$ cat config.mk
export PLATFORM = sky130hd
export DESIGN_NAME = clfm_top
export DESIGN_NICKNAME = d
export VERILOG_FILES = /design/src/clfm_pkg.sv /design/src/clfm_sync_if.sv /design/src/clfm_sync.sv /design/src/clfm_top.sv
export VERILOG_INCLUDE_DIRS = /design/src
export SDC_FILE = /design/constraint.sdc
export NUM_CORES = 1
export LEC_CHECK = 0
export ABC_CLOCK_PERIOD_IN_PS = 3500
export BUFFER_PORTS_ARGS = -buffer_cell sky130_fd_sc_hd__buf_2
export CAP_MARGIN = 20
export CORE_MARGIN = 2
export CORE_UTILIZATION = 63
export CTS_BUF_LIST = sky130_fd_sc_hd__clkbuf_8
export CTS_CLUSTER_SIZE = 30
export DETAILED_ROUTE_END_ITERATION = 8
export PLACE_DENSITY = 0.88
export SLEW_MARGIN = 20
export SYNTH_ARGS = -nofsm -noshare
export SYNTH_HDL_FRONTEND = slang
export SYNTH_HIERARCHICAL = 1
export SYNTH_SLANG_ARGS = --single-unit
$ cat constraint.sdc
create_clock -name aclk -period 3.5 [get_ports aclk]
set_input_delay 0.7 -clock aclk [delete_from_list [all_inputs] [get_ports aclk]]
set_output_delay 0.7 -clock aclk [all_outputs]
set_load 0.02 [all_outputs]
$ cat src/clfm_cfg.svh
`ifndef CLFM_CFG_SVH
`define CLFM_CFG_SVH
// Register byte offsets
`define CLFM_OFF_CTRL 12'h000
`define CLFM_OFF_STAT 12'h004
`define CLFM_OFF_IRQ 12'h008
`define CLFM_OFF_MASK 12'h00C
// Control field positions
`define CLFM_CTRL_MODE_LSB 0
`define CLFM_CTRL_RST 32'h0000_0000
// Interrupt bit positions
`define CLFM_IRQ_SET 0
`define CLFM_IRQ_CLR 1
`define CLFM_IRQ_THERM 2
`define CLFM_IRQ_W 3
// Timeouts in clock cycles, and synchroniser stage count
`define CLFM_BUS_DOM_CYC 1000
`define CLFM_TX_DOM_CYC 1000
`define CLFM_SYNC_STAGES 3
`endif

$ cat src/clfm_pkg.sv
package clfm_pkg;
  typedef enum logic [1:0] {
    CLFM_MODE_SLEEP,
    CLFM_MODE_STANDBY,
    CLFM_MODE_LISTEN,
    CLFM_MODE_NORMAL
  } clfm_mode_type;
  typedef enum logic [1:0] {
    CLFM_CAUSE_NONE,
    CLFM_CAUSE_BUS,
    CLFM_CAUSE_THERM,
    CLFM_CAUSE_TXD
  } clfm_cause_type;
endpackage : clfm_pkg

$ cat src/clfm_sync_if.sv
`timescale 1ns/1ps
`default_nettype none
interface clfm_sync_if;
  logic [2:0] raw;
  logic [2:0] clean;
  modport src (output raw, input clean);
  modport dst (input raw, output clean);
endinterface : clfm_sync_if
`default_nettype wire

$ cat src/clfm_sync.sv
`timescale 1ns/1ps
`default_nettype none
module clfm_sync (
  input wire logic aclk,
  input wire logic aresetn,
  input wire logic ce,
  clfm_sync_if.dst sif
);
  logic [2:0] s1_q;
  logic [2:0] s2_q;
  logic [2:0] s3_q;
  logic [2:0] clean_q;
  wire logic [2:0] agree = ~(s2_q ^ s3_q);
  wire logic [2:0] clean_d = (agree & s3_q) | (~agree & clean_q);
  // Start: recessive bus, recessive TXD, hot die
  always_ff @(posedge aclk) begin
    if (!aresetn) begin
      s1_q <= 3'h3;
      s2_q <= 3'h3;
      s3_q <= 3'h3;
      clean_q <= 3'h3;
    end else if (ce) begin
      s1_q <= sif.raw;
      s2_q <= s1_q;
      s3_q <= s2_q;
      clean_q <= clean_d;
    end
  end
  assign sif.clean = clean_q;
endmodule : clfm_sync
`default_nettype wire

$ cat src/clfm_top.sv
// Overview of operation
// - Bus dominant longer than the bus timeout sets the local failure flag.
// - Bus-dominant fault alone leaves the transmitter enabled.
// - Bus-dominant-caused flag clears once the bus is recessive again.
// - Over-temperature indication sets the local failure flag.
// - Over-temperature disables the transmitter.
// - Transmitter stays off until temperature falls past hysteresis, then flag clears.
// - Receive dominant with transmit recessive clears flag and re-enables transmitter.
// - In listen-only mode the error output follows the cleared flag high.
// - Entering normal mode from another mode clears the flag.
// - Faults other than bus-dominant keep transmitter off until flag clears.
// - Transmit dominant past its timeout sets flag and disables transmitter.
// - Error output low shows a set flag after normal to listen-only.
`timescale 1ns/1ps
`default_nettype none
`include "clfm_cfg.svh"
module clfm_top #(
  parameter int BUS_DOM_CYC = `CLFM_BUS_DOM_CYC,
  parameter int TX_DOM_CYC = `CLFM_TX_DOM_CYC
) (
  input wire logic aclk,
  input wire logic aresetn,
  input wire logic ce,
  input wire logic [11:0] s_axi_awaddr,
  input wire logic s_axi_awvalid,
  output logic s_axi_awready,
  input wire logic [31:0] s_axi_wdata,
  input wire logic [3:0] s_axi_wstrb,
  input wire logic s_axi_wvalid,
  output logic s_axi_wready,
  output logic [1:0] s_axi_bresp,
  output logic s_axi_bvalid,
  input wire logic s_axi_bready,
  input wire logic [11:0] s_axi_araddr,
  input wire logic s_axi_arvalid,
  output logic s_axi_arready,
  output logic [31:0] s_axi_rdata,
  output logic [1:0] s_axi_rresp,
  output logic s_axi_rvalid,
  input wire logic s_axi_rready,
  input wire logic txd_in,
  input wire logic bus_recessive_in,
  input wire logic over_temp_in,
  output logic rxd_out,
  output logic tx_drive_dominant,
  output logic err_n,
  output logic irq
);
  // over_temp_in: low above shutdown threshold, high once below threshold minus hysteresis
  logic [2:0] pin_clean;
  clfm_sync_if sif ();
  assign sif.raw = {over_temp_in, bus_recessive_in, txd_in};
  assign pin_clean = sif.clean;
  clfm_sync u_sync (
    .aclk(aclk),
    .aresetn(aresetn),
    .ce(ce),
    .sif(sif)
  );
  wire logic txd_rec = pin_clean[0];
  wire logic bus_rec = pin_clean[1];
  wire logic hot = ~pin_clean[2];
  // Pin is low while hot, so the synchroniser's reset value of 0 reads as hot
  wire logic over_temp = hot;

  function automatic logic [31:0] clfm_sat_inc(input logic [31:0] v, input logic clr);
    clfm_sat_inc = clr ? 32'h0000_0000 : ((v == 32'hFFFF_FFFF) ? v : v + 32'h0000_0001);
  endfunction : clfm_sat_inc

  clfm_pkg::clfm_mode_type mode_q;
  clfm_pkg::clfm_mode_type prev_mode_q;
  logic [31:0] bus_cnt_q;
  logic [31:0] tx_cnt_q;
  logic flag_q;
  logic tx_dis_q;
  logic bus_cause_q;
  logic therm_q;
  logic err_q;
  logic rxd_q;
  logic [3:0] ists_q;
  logic [3:0] imask_q;

  wire logic [31:0] bus_cnt_d = clfm_sat_inc(bus_cnt_q, bus_rec);
  wire logic [31:0] tx_cnt_d = clfm_sat_inc(tx_cnt_q, txd_rec);
  wire logic bus_to = (bus_cnt_q >= BUS_DOM_CYC);
  wire logic tx_to = (tx_cnt_q >= TX_DOM_CYC);
  wire logic enter_normal = (mode_q == clfm_pkg::CLFM_MODE_NORMAL) &&
                            (prev_mode_q != clfm_pkg::CLFM_MODE_NORMAL);
  wire logic rx_dom_tx_rec = ~rxd_q & txd_rec;
  wire logic hard_set = over_temp | tx_to;
  // Thermal blocks every clearing path until it has cooled past hysteresis
  wire logic clr_ok = ~over_temp;
  wire logic clr_req = clr_ok & (rx_dom_tx_rec | enter_normal | (bus_cause_q & ~tx_dis_q & bus_rec));
  wire logic therm_release = therm_q & ~over_temp & ~tx_to;
  wire logic set_any = hard_set | bus_to;
  // Set wins over clear
  wire logic flag_d = set_any | (flag_q & ~clr_req & ~therm_release);
  wire logic tx_dis_d = hard_set | (tx_dis_q & flag_d);
  wire logic bus_cause_d = (bus_to & ~hard_set) | (bus_cause_q & flag_d & ~tx_dis_d);
  wire logic listen = (mode_q == clfm_pkg::CLFM_MODE_LISTEN);
  wire logic from_normal = listen && (prev_mode_q == clfm_pkg::CLFM_MODE_NORMAL);
  logic show_q;
  wire logic show_d = from_normal ? 1'b1 : (listen ? show_q : 1'b0);
  wire logic err_d = ~((show_d & flag_d));

  always_ff @(posedge aclk) begin
    if (!aresetn) begin
      bus_cnt_q <= 32'h0000_0000;
      tx_cnt_q <= 32'h0000_0000;
      flag_q <= 1'b0;
      tx_dis_q <= 1'b0;
      bus_cause_q <= 1'b0;
      therm_q <= 1'b0;
      show_q <= 1'b0;
      err_q <= 1'b1;
      rxd_q <= 1'b1;
      prev_mode_q <= clfm_pkg::CLFM_MODE_STANDBY;
    end else if (ce) begin
      bus_cnt_q <= bus_cnt_d;
      tx_cnt_q <= tx_cnt_d;
      flag_q <= flag_d;
      tx_dis_q <= tx_dis_d;
      bus_cause_q <= bus_cause_d;
      therm_q <= over_temp | (therm_q & ~therm_release);
      show_q <= show_d;
      err_q <= err_d;
      rxd_q <= bus_rec;
      prev_mode_q <= mode_q;
    end
  end
  assign rxd_out = rxd_q;
  assign err_n = err_q;
  assign tx_drive_dominant = ~txd_rec & ~tx_dis_q;

  // AXI4-Lite slave
  logic aw_hold_q;
  logic w_hold_q;
  logic [11:0] awaddr_q;
  logic [31:0] wdata_q;
  logic [3:0] wstrb_q;
  logic bvalid_q;
  logic [1:0] bresp_q;
  logic rvalid_q;
  logic [31:0] rdata_q;
  logic [1:0] rresp_q;
  assign s_axi_awready = ~aw_hold_q & ~bvalid_q;
  assign s_axi_wready = ~w_hold_q & ~bvalid_q;
  assign s_axi_arready = ~rvalid_q;
  wire logic aw_take = s_axi_awvalid & s_axi_awready;
  wire logic w_take = s_axi_wvalid & s_axi_wready;
  wire logic aw_have = aw_hold_q | aw_take;
  wire logic w_have = w_hold_q | w_take;
  wire logic [11:0] wa = aw_hold_q ? awaddr_q : s_axi_awaddr;
  wire logic [31:0] wd = w_hold_q ? wdata_q : s_axi_wdata;
  wire logic [3:0] ws = w_hold_q ? wstrb_q : s_axi_wstrb;
  wire logic do_write = aw_have & w_have & ~bvalid_q & ce;
  wire logic wr_ctrl = do_write & (wa == `CLFM_OFF_CTRL) & ws[0];
  wire logic wr_irq = do_write & (wa == `CLFM_OFF_IRQ) & ws[0];
  wire logic wr_mask = do_write & (wa == `CLFM_OFF_MASK) & ws[0];
  wire logic wa_ok = (wa == `CLFM_OFF_CTRL) | (wa == `CLFM_OFF_STAT) |
                     (wa == `CLFM_OFF_IRQ) | (wa == `CLFM_OFF_MASK);
  wire logic ar_take = s_axi_arvalid & s_axi_arready & ce;
  wire logic ra_ok = (s_axi_araddr == `CLFM_OFF_CTRL) | (s_axi_araddr == `CLFM_OFF_STAT) |
                     (s_axi_araddr == `CLFM_OFF_IRQ) | (s_axi_araddr == `CLFM_OFF_MASK);
  wire logic [31:0] stat_word = {26'h0000000, bus_cause_q, therm_q, ~err_q, tx_dis_q, flag_q, mode_q == clfm_pkg::CLFM_MODE_NORMAL};
  wire logic [31:0] rd_mux =
    (s_axi_araddr == `CLFM_OFF_CTRL) ? {30'h00000000, mode_q} :
    (s_axi_araddr == `CLFM_OFF_STAT) ? stat_word :
    (s_axi_araddr == `CLFM_OFF_IRQ) ? {28'h0000000, ists_q} :
    (s_axi_araddr == `CLFM_OFF_MASK) ? {28'h0000000, imask_q} : 32'h0000_0000;
  wire logic [3:0] ev = {tx_to & ~flag_q, over_temp & ~therm_q, flag_q & ~flag_d, set_any & ~flag_q};
  wire logic [3:0] ists_d = ev | (ists_q & ~(wr_irq ? wd[3:0] : 4'h0));
  wire logic [1:0] mode_w = wd[1:0];

  always_ff @(posedge aclk) begin
    if (!aresetn) begin
      aw_hold_q <= 1'b0;
      w_hold_q <= 1'b0;
      awaddr_q <= 12'h000;
      wdata_q <= 32'h0000_0000;
      wstrb_q <= 4'h0;
      bvalid_q <= 1'b0;
      bresp_q <= 2'h0;
      rvalid_q <= 1'b0;
      rdata_q <= 32'h0000_0000;
      rresp_q <= 2'h0;
      mode_q <= clfm_pkg::CLFM_MODE_STANDBY;
      ists_q <= 4'h0;
      imask_q <= 4'h0;
    end else if (ce) begin
      aw_hold_q <= aw_have & ~do_write;
      w_hold_q <= w_have & ~do_write;
      if (aw_take) begin
        awaddr_q <= s_axi_awaddr;
      end
      if (w_take) begin
        wdata_q <= s_axi_wdata;
        wstrb_q <= s_axi_wstrb;
      end
      if (do_write) begin
        bvalid_q <= 1'b1;
        bresp_q <= wa_ok ? 2'h0 : 2'h2;
      end else if (s_axi_bready) begin
        bvalid_q <= 1'b0;
      end
      if (ar_take) begin
        rvalid_q <= 1'b1;
        rdata_q <= rd_mux;
        rresp_q <= ra_ok ? 2'h0 : 2'h2;
      end else if (s_axi_rready) begin
        rvalid_q <= 1'b0;
      end
      if (wr_ctrl) begin
        mode_q <= clfm_pkg::clfm_mode_type'(mode_w);
      end
      if (wr_mask) begin
        imask_q <= wd[3:0];
      end
      ists_q <= ists_d;
    end
  end
  assign s_axi_bvalid = bvalid_q;
  assign s_axi_bresp = bresp_q;
  assign s_axi_rvalid = rvalid_q;
  assign s_axi_rdata = rdata_q;
  assign s_axi_rresp = rresp_q;
  assign irq = |(ists_q & imask_q);

  a_bus_keeps_tx: assert property (@(posedge aclk) disable iff (!aresetn)
    (bus_cause_q && !over_temp && !tx_to && !tx_dis_q) |-> (tx_drive_dominant == ~txd_rec))
    else $error("bus timeout disabled transmitter");
  a_therm_off_tx: assert property (@(posedge aclk) disable iff (!aresetn)
    (ce && over_temp) |=> tx_dis_q && !tx_drive_dominant)
    else $error("transmitter on during over temperature");
  a_flag_set: assert property (@(posedge aclk) disable iff (!aresetn)
    (ce && bus_to) |=> flag_q)
    else $error("bus timeout did not set flag");
  a_txd_set: assert property (@(posedge aclk) disable iff (!aresetn)
    (ce && tx_to) |=> (flag_q && tx_dis_q))
    else $error("transmit timeout missed");
  a_recover_clear: assert property (@(posedge aclk) disable iff (!aresetn)
    (ce && rx_dom_tx_rec && !set_any && !over_temp) |=> (!flag_q && !tx_dis_q))
    else $error("recovery did not clear flag");
  a_normal_clear: assert property (@(posedge aclk) disable iff (!aresetn)
    (ce && enter_normal && !set_any) |=> !flag_q)
    else $error("entering normal did not clear flag");
  a_tx_until_clear: assert property (@(posedge aclk) disable iff (!aresetn)
    (tx_dis_q && $past(tx_dis_q)) |-> $past(flag_q))
    else $error("transmitter disabled without flag");
  a_err_tracks: assert property (@(posedge aclk) disable iff (!aresetn)
    (ce && listen && show_q && $rose(flag_q == 1'b0)) |-> ##[0:1] err_n)
    else $error("error output not released");
  a_err_shows: assert property (@(posedge aclk) disable iff (!aresetn)
    (ce && from_normal && flag_d) |=> !err_n)
    else $error("error output not low for flag");
endmodule : clfm_top
`default_nettype wire

### Word-level counts from Yosys, hierarchy flattened

Index checks and enable logic that the tools add are counted.

* bits in registers: 152
* bits of input ports: 71
* word-level logic and storage cells: 163

* add/sub/neg operators: 2
* order comparisons: 2
* equality and inequality tests: 14
* multiplexer cells: 20
* bitwise operators: 81
* reductions and logical operators: 17

Operator list (number)
* $mux W32: 4
* $add A32 B1 Y32 const B: 2
* $eq A32 B32 Y1 const B: 2
* $ge A32 B10 Y1 const B: 2
* $eq A12 B4 Y1 const B: 4
* $and A1 B1 Y1: 36
* $eq A12 B3 Y1 const B: 2
* $logic_not A12 Y1: 2
* $reduce_and A2 Y1: 10
* $not A1 Y1: 19
* $mux W4: 4
* $or A1 B1 Y1: 16
* $mux W12: 1
* $mux W6: 2
* $and A4 B4 Y4: 2
* $mux W1: 7
* $and A3 B3 Y3: 2
* $eq A2 B2 Y1 const B: 3
* $not A3 Y3: 2
* $mux W2: 2
* $ne A2 B1 Y1 const B: 2
* $not A4 Y4: 1
* $or A4 B4 Y4: 1
* $reduce_bool A2 Y1: 2
* 5 further kinds: 6

### Depth between registers and ports, before layout

* depth after elaboration: 14
* mapped depth: 8
* mapped depth without buffers: 6

### Modules after synthesis

The synthesis kept the hierarchy.

By module, submodules not included
* clfm_top: times used 1, cells each 723, area each 6099.6 µm², sequential area each 2242.2 µm²
* clfm_sync: times used 1, cells each 46, area each 480.5 µm², sequential area each 240.2 µm²

### Worst setup path after synthesis

Ideal clock, no wire load.

* path kind: input to register
* from: in s_axi_awaddr[0]
* to: reg ists_q[1]
* library setup time: 0.116 ns
* data arrival time: 2.146 ns
* data required time: 3.384 ns
* slack: 1.238 ns
* stages on the path: 5
* cells stage by stage: or4_1 -> nor4_1 -> o211ai_1 -> o211a_1 -> a41o_1

* word-level cells in the longest chain between the ends: 8

RTL lines
* start, declared: RTL line clfm_top.sv:24 `input wire logic [11:0] s_axi_awaddr,`
* $mux W12: RTL line clfm_top.sv:153 `wire logic [11:0] wa = aw_hold_q ? awaddr_q : s_axi_awaddr;`
* $eq A12 B4 Y1 (no line)
* $and A1 B1 Y1 (2 in series): RTL line clfm_top.sv:158 `` wire logic wr_irq = do_write & (wa == `CLFM_OFF_IRQ) & ws[0]; ``
* $mux W4: RTL line clfm_top.sv:172 `wire logic [3:0] ists_d = ev | (ists_q & ~(wr_irq ? wd[3:0] : 4'h0));`
* $not A4 Y4: RTL line clfm_top.sv:172
* $and A4 B4 Y4: RTL line clfm_top.sv:172
* $or A4 B4 Y4: RTL line clfm_top.sv:172
* end signal, assigned: RTL line clfm_top.sv:219 `ists_q <= ists_d;`
* end, declared: RTL line clfm_top.sv:80 `logic [3:0] ists_q;`

No other way between the ends.
A chain may end at the register's enable or synchronous reset.

### Final worst setup path

* from: reg bus_cnt_q[1]
* to: reg bus_cnt_q[19]

* word-level cells in the longest chain between the ends: 3
* elaborated cells between the ends (all ways): 6

RTL lines
* start, declared: RTL line clfm_top.sv:72 `logic [31:0] bus_cnt_q;`
* start signal, assigned: RTL line clfm_top.sv:119 `bus_cnt_q <= bus_cnt_d;`
* $add A32 B1 Y32 / $eq A32 B32 Y1 (equally long branches): RTL line clfm_top.sv:67 `clfm_sat_inc = clr ? 32'h0000_0000 : ((v == 32'hFFFF_FFFF) ? v : v + 32'h0000_0001);`
* $mux W32 / $ne A2 B1 Y1 (equally long branches)
* $mux W32 / $reduce_and A2 Y1 (equally long branches)

Parallel ways exist; a longest one is shown, timed or not. The select of a mux whose other input is x is not followed.

==> flow_summary.json <==
{
  "status": "finished, final reports clean",
  "start_util_pct": 64.3,
  "start_kind": "flop",
  "cts_tree": "done",
  "skew_ns": 0.0134,
  "synth.distinct_cells": 75,
  "relSlewSlack_pct": 29.1,
  "via_per_inst": 6.19,
  "cts_buffer_depth": 2,
  "root_buffer": "clkbuf_8",
  "synth_most_common_cell": "dfxtp_1",
  "combinationalPowerShare_pct": 7.5,
  "drive_gt1_share_pct": 17.8,
  "drc_errors": 0,
  "cp.arrival_ns": 3.35,
  "async_reset_ff_share_pct": 0,
  "die_area_um2": 11300,
  "overflow": 0,
  "synthesis.area_um2": 6580,
  "antenna_found_initial": 0,
  "post-place-ws_ns": 0.550,
  "hp-class": "reg2reg",
  "ant_nets": 0,
  "area_growth_pct": 8.71,
  "syn_avg_cell_area_um2": 8.56,
  "synth-simple-area-share_pct": 27.5,
  "synth_xor_area_share_pct": 1.73,
  "clk_pin_slew_ns": 0.07,
  "port_buffers": 56,
  "numCtsBuffers": 17,
  "drv_cap": 0,
  "setup_tns_ns": 0,
  "ys_seq_elements": 124,
  "postLayoutCoreUtil_pct": 69.9,
  "cp-end-kind": "flop",
  "p_seq_share_pct": 49.4,
  "ioPinCount": 116,
  "clk_latency_ns": 0.45,
  "grt_max_degree": 44,
  "cts_sinks": 124,
  "synth_fa_ha_area_share_pct": 0.761,
  "worstSetupPathType": "reg2reg",
  "ctsHoldBuffers": 0,
  "power_switching_mw": 0.733,
  "synth_top_area_share_pct": 37.7,
  "gp_congestion": 0.882,
  "p_per_area_nw_per_um2": 413,
  "path_max_fanout": 25,
  "drt-initial-drc-count": 500,
  "core_um2": 10200,
  "ys.flop_type": "dfxtp_1",
  "min_period_ns": 3.02,
  "max_freq_ghz": 0.331,
  "synth_compound_area_share_pct": 17.7,
  "synth_warnings": 6,
  "muxShareOfSynthArea_pct": 6.96,
  "leakage_nw": 2.60,
  "yosysSeqAreaShare_pct": 37.7,
  "wl_per_cell_um": 15.7,
  "die_h_um": 106,
  "grt_pass1_wl_mm": 25.3,
  "antenna-diode-count": 0,
  "htreeDepth": 4,
  "synth-edff-count": 0,
  "finalNetCount": 889,
  "dr_total_vias": 5950,
  "synth_top_cell_by_area": "dfxtp_1",
  "post-route-period-util_pct": 86.2,
  "grt_usage_pct": 27.7,
  "internal_power_mw": 2.22,
  "hold_viol_final": 0,
  "post_cts_resized": 0,
  "synth_area_leaders": "dfxtp_1 38%, nand2_1 5.1%, a21oi_1 5.1%, mux2i_1 4.6%, nor2_1 3.8%",
  "finalWorstSetupSlack_ns": 0.483,
  "vdd_drop_max_v": 0.000344,
  "tightest_slew_ns": 1.06,
  "drt_wl_total_mm": 15.1,
  "synth_top_family_by_area": "simple AND/OR/NAND/NOR gates",
  "die_w_um": 106,
  "hpwl_mm": 10.8,
  "synth_common_cells": "124 x dfxtp_1, 90 x nand2_1, 67 x a21oi_1, 67 x nor2_1, 31 x nand3_1",
  "setup_violations": 0,
  "rsz0062_at_grt": "no",
  "slew_violations": 0,
  "first_pass_iters": 5,
  "fp-row-count": 37,
  "cp.required_ns": 3.84,
  "power.total_mw": 2.96,
  "postCtsSetupRepairBufs": 0,
  "syn_inst": 769,
  "p_sw_share_pct": 24.8,
  "grt_pass1_vias": 5540,
  "pwr-share-clk_pct": 43.1
}
## cells in the final DEF (no fill, tap or decap), types with 5 or more instances in the layout
cell,n
dfxtp_1,124
nand2_1,90
nor2_1,67
a21oi_1,67
buf_2,56
nand3_1,31
mux2i_1,30
conb_1,28
nand4_1,21
or3_1,21
clkbuf_8,18
inv_1,17
or4_1,17
o21ai_0,16
nor4_1,16
o21ai_1,15
o31ai_1,13
mux2_2,12
nand2b_1,8
nor3_1,7
xor2_1,7
o211ai_1,7
buf_4,7
a22oi_1,6
and4_1,6
o41ai_1,6
and3_1,6
xnor2_1,6
a21oi_2,6
or3_2,5
## registers in the layout (all words and copies together) (netlist names), 2 cells and up, named ones only
signal / cells
wdata_q: 4
ists_q: 4
tx_cnt_q: 32
u_sync/s2_q: 3
s_axi_rdata: 6
imask_q: 4
bus_cnt_q: 32
u_sync/s1_q: 3
prev_mode_q: 2
awaddr_q: 12
u_sync/s3_q: 3
mode_q: 2
## metal layers
layer | share of wire, % | vias up | track usage, %
met2 | 51 | 158 | 47.2
met1 | 43 | 2884 | 33.0
met4 | 1.8 | 0 | 11.7
met5 | 0 | - | 0
li1 | - | 2880 | -
met3 | 4.4 | 28 | 7.23
## stage by stage
step / hold WS [ns] / cells / instance area (um2)
floorplan: 0.428 / 796 / 6680
global placement: 0.434 / 931 / 6750
detailed placement: 0.442 / 931 / 6750
CTS: 0.451 / 962 / 7150
global route: 0.449 / 962 / 7150
finish: 0.452 / 962 / 7150
## layout make-up
type                            count  area (um2)
Inverter                           18        67.6
Clock buffer                       18         248
Tap cell                          136         170
Clock inverter                     13         153
Sequential cell                   124        2480
Fill cell                         828        3080
Timing Repair Buffer               63         333
Multi-Input combinational cell    590        3700
## worst max-delay path, stage by stage (launching register included)
cell	delay (ns)
dfxtp_1	0.43
ha_1	0.21
and3_1	0.28
nand3_1	0.22
o31ai_4	0.92
o21ai_2	0.51
a211oi_1	0.33
## cell families after synthesis
| group | Yosys count |
|---|---|
| xor+xnor | 13 |
| fa+ha+maj | 4 |
| compound gates | 171 |
| simple gates | 331 |
| flops | 124 |
| other cells | 1 |
| buf+inv | 82 |
| mux | 43 |
## power by group through the flow
stage	Clock, mW	Combinational (mW)	Sequential [mW]
final	1.27	0.222	1.46
after global routing	1.35	0.244	1.46
after CTS	1.29	0.220	1.46
after detailed placement	0	0.220	1.49
after global placement	0	0.210	1.49
after floorplan	0	0.189	1.49
## path summary, 6_finish.rpt
check	from	endpoint	slack, ns	cells past startpoint
worst max-delay path	bus_cnt_q[1]	bus_cnt_q[19]	0.48	6
worst min-delay path	s_axi_rdata[4]	s_axi_rdata[4]	0.45	2
worst max register to register	bus_cnt_q[1]	bus_cnt_q[19]	0.48	6
worst min register to register	s_axi_rdata[4]	s_axi_rdata[4]	0.45	2
No activity file was read; power rests on OpenSTA's default activity.
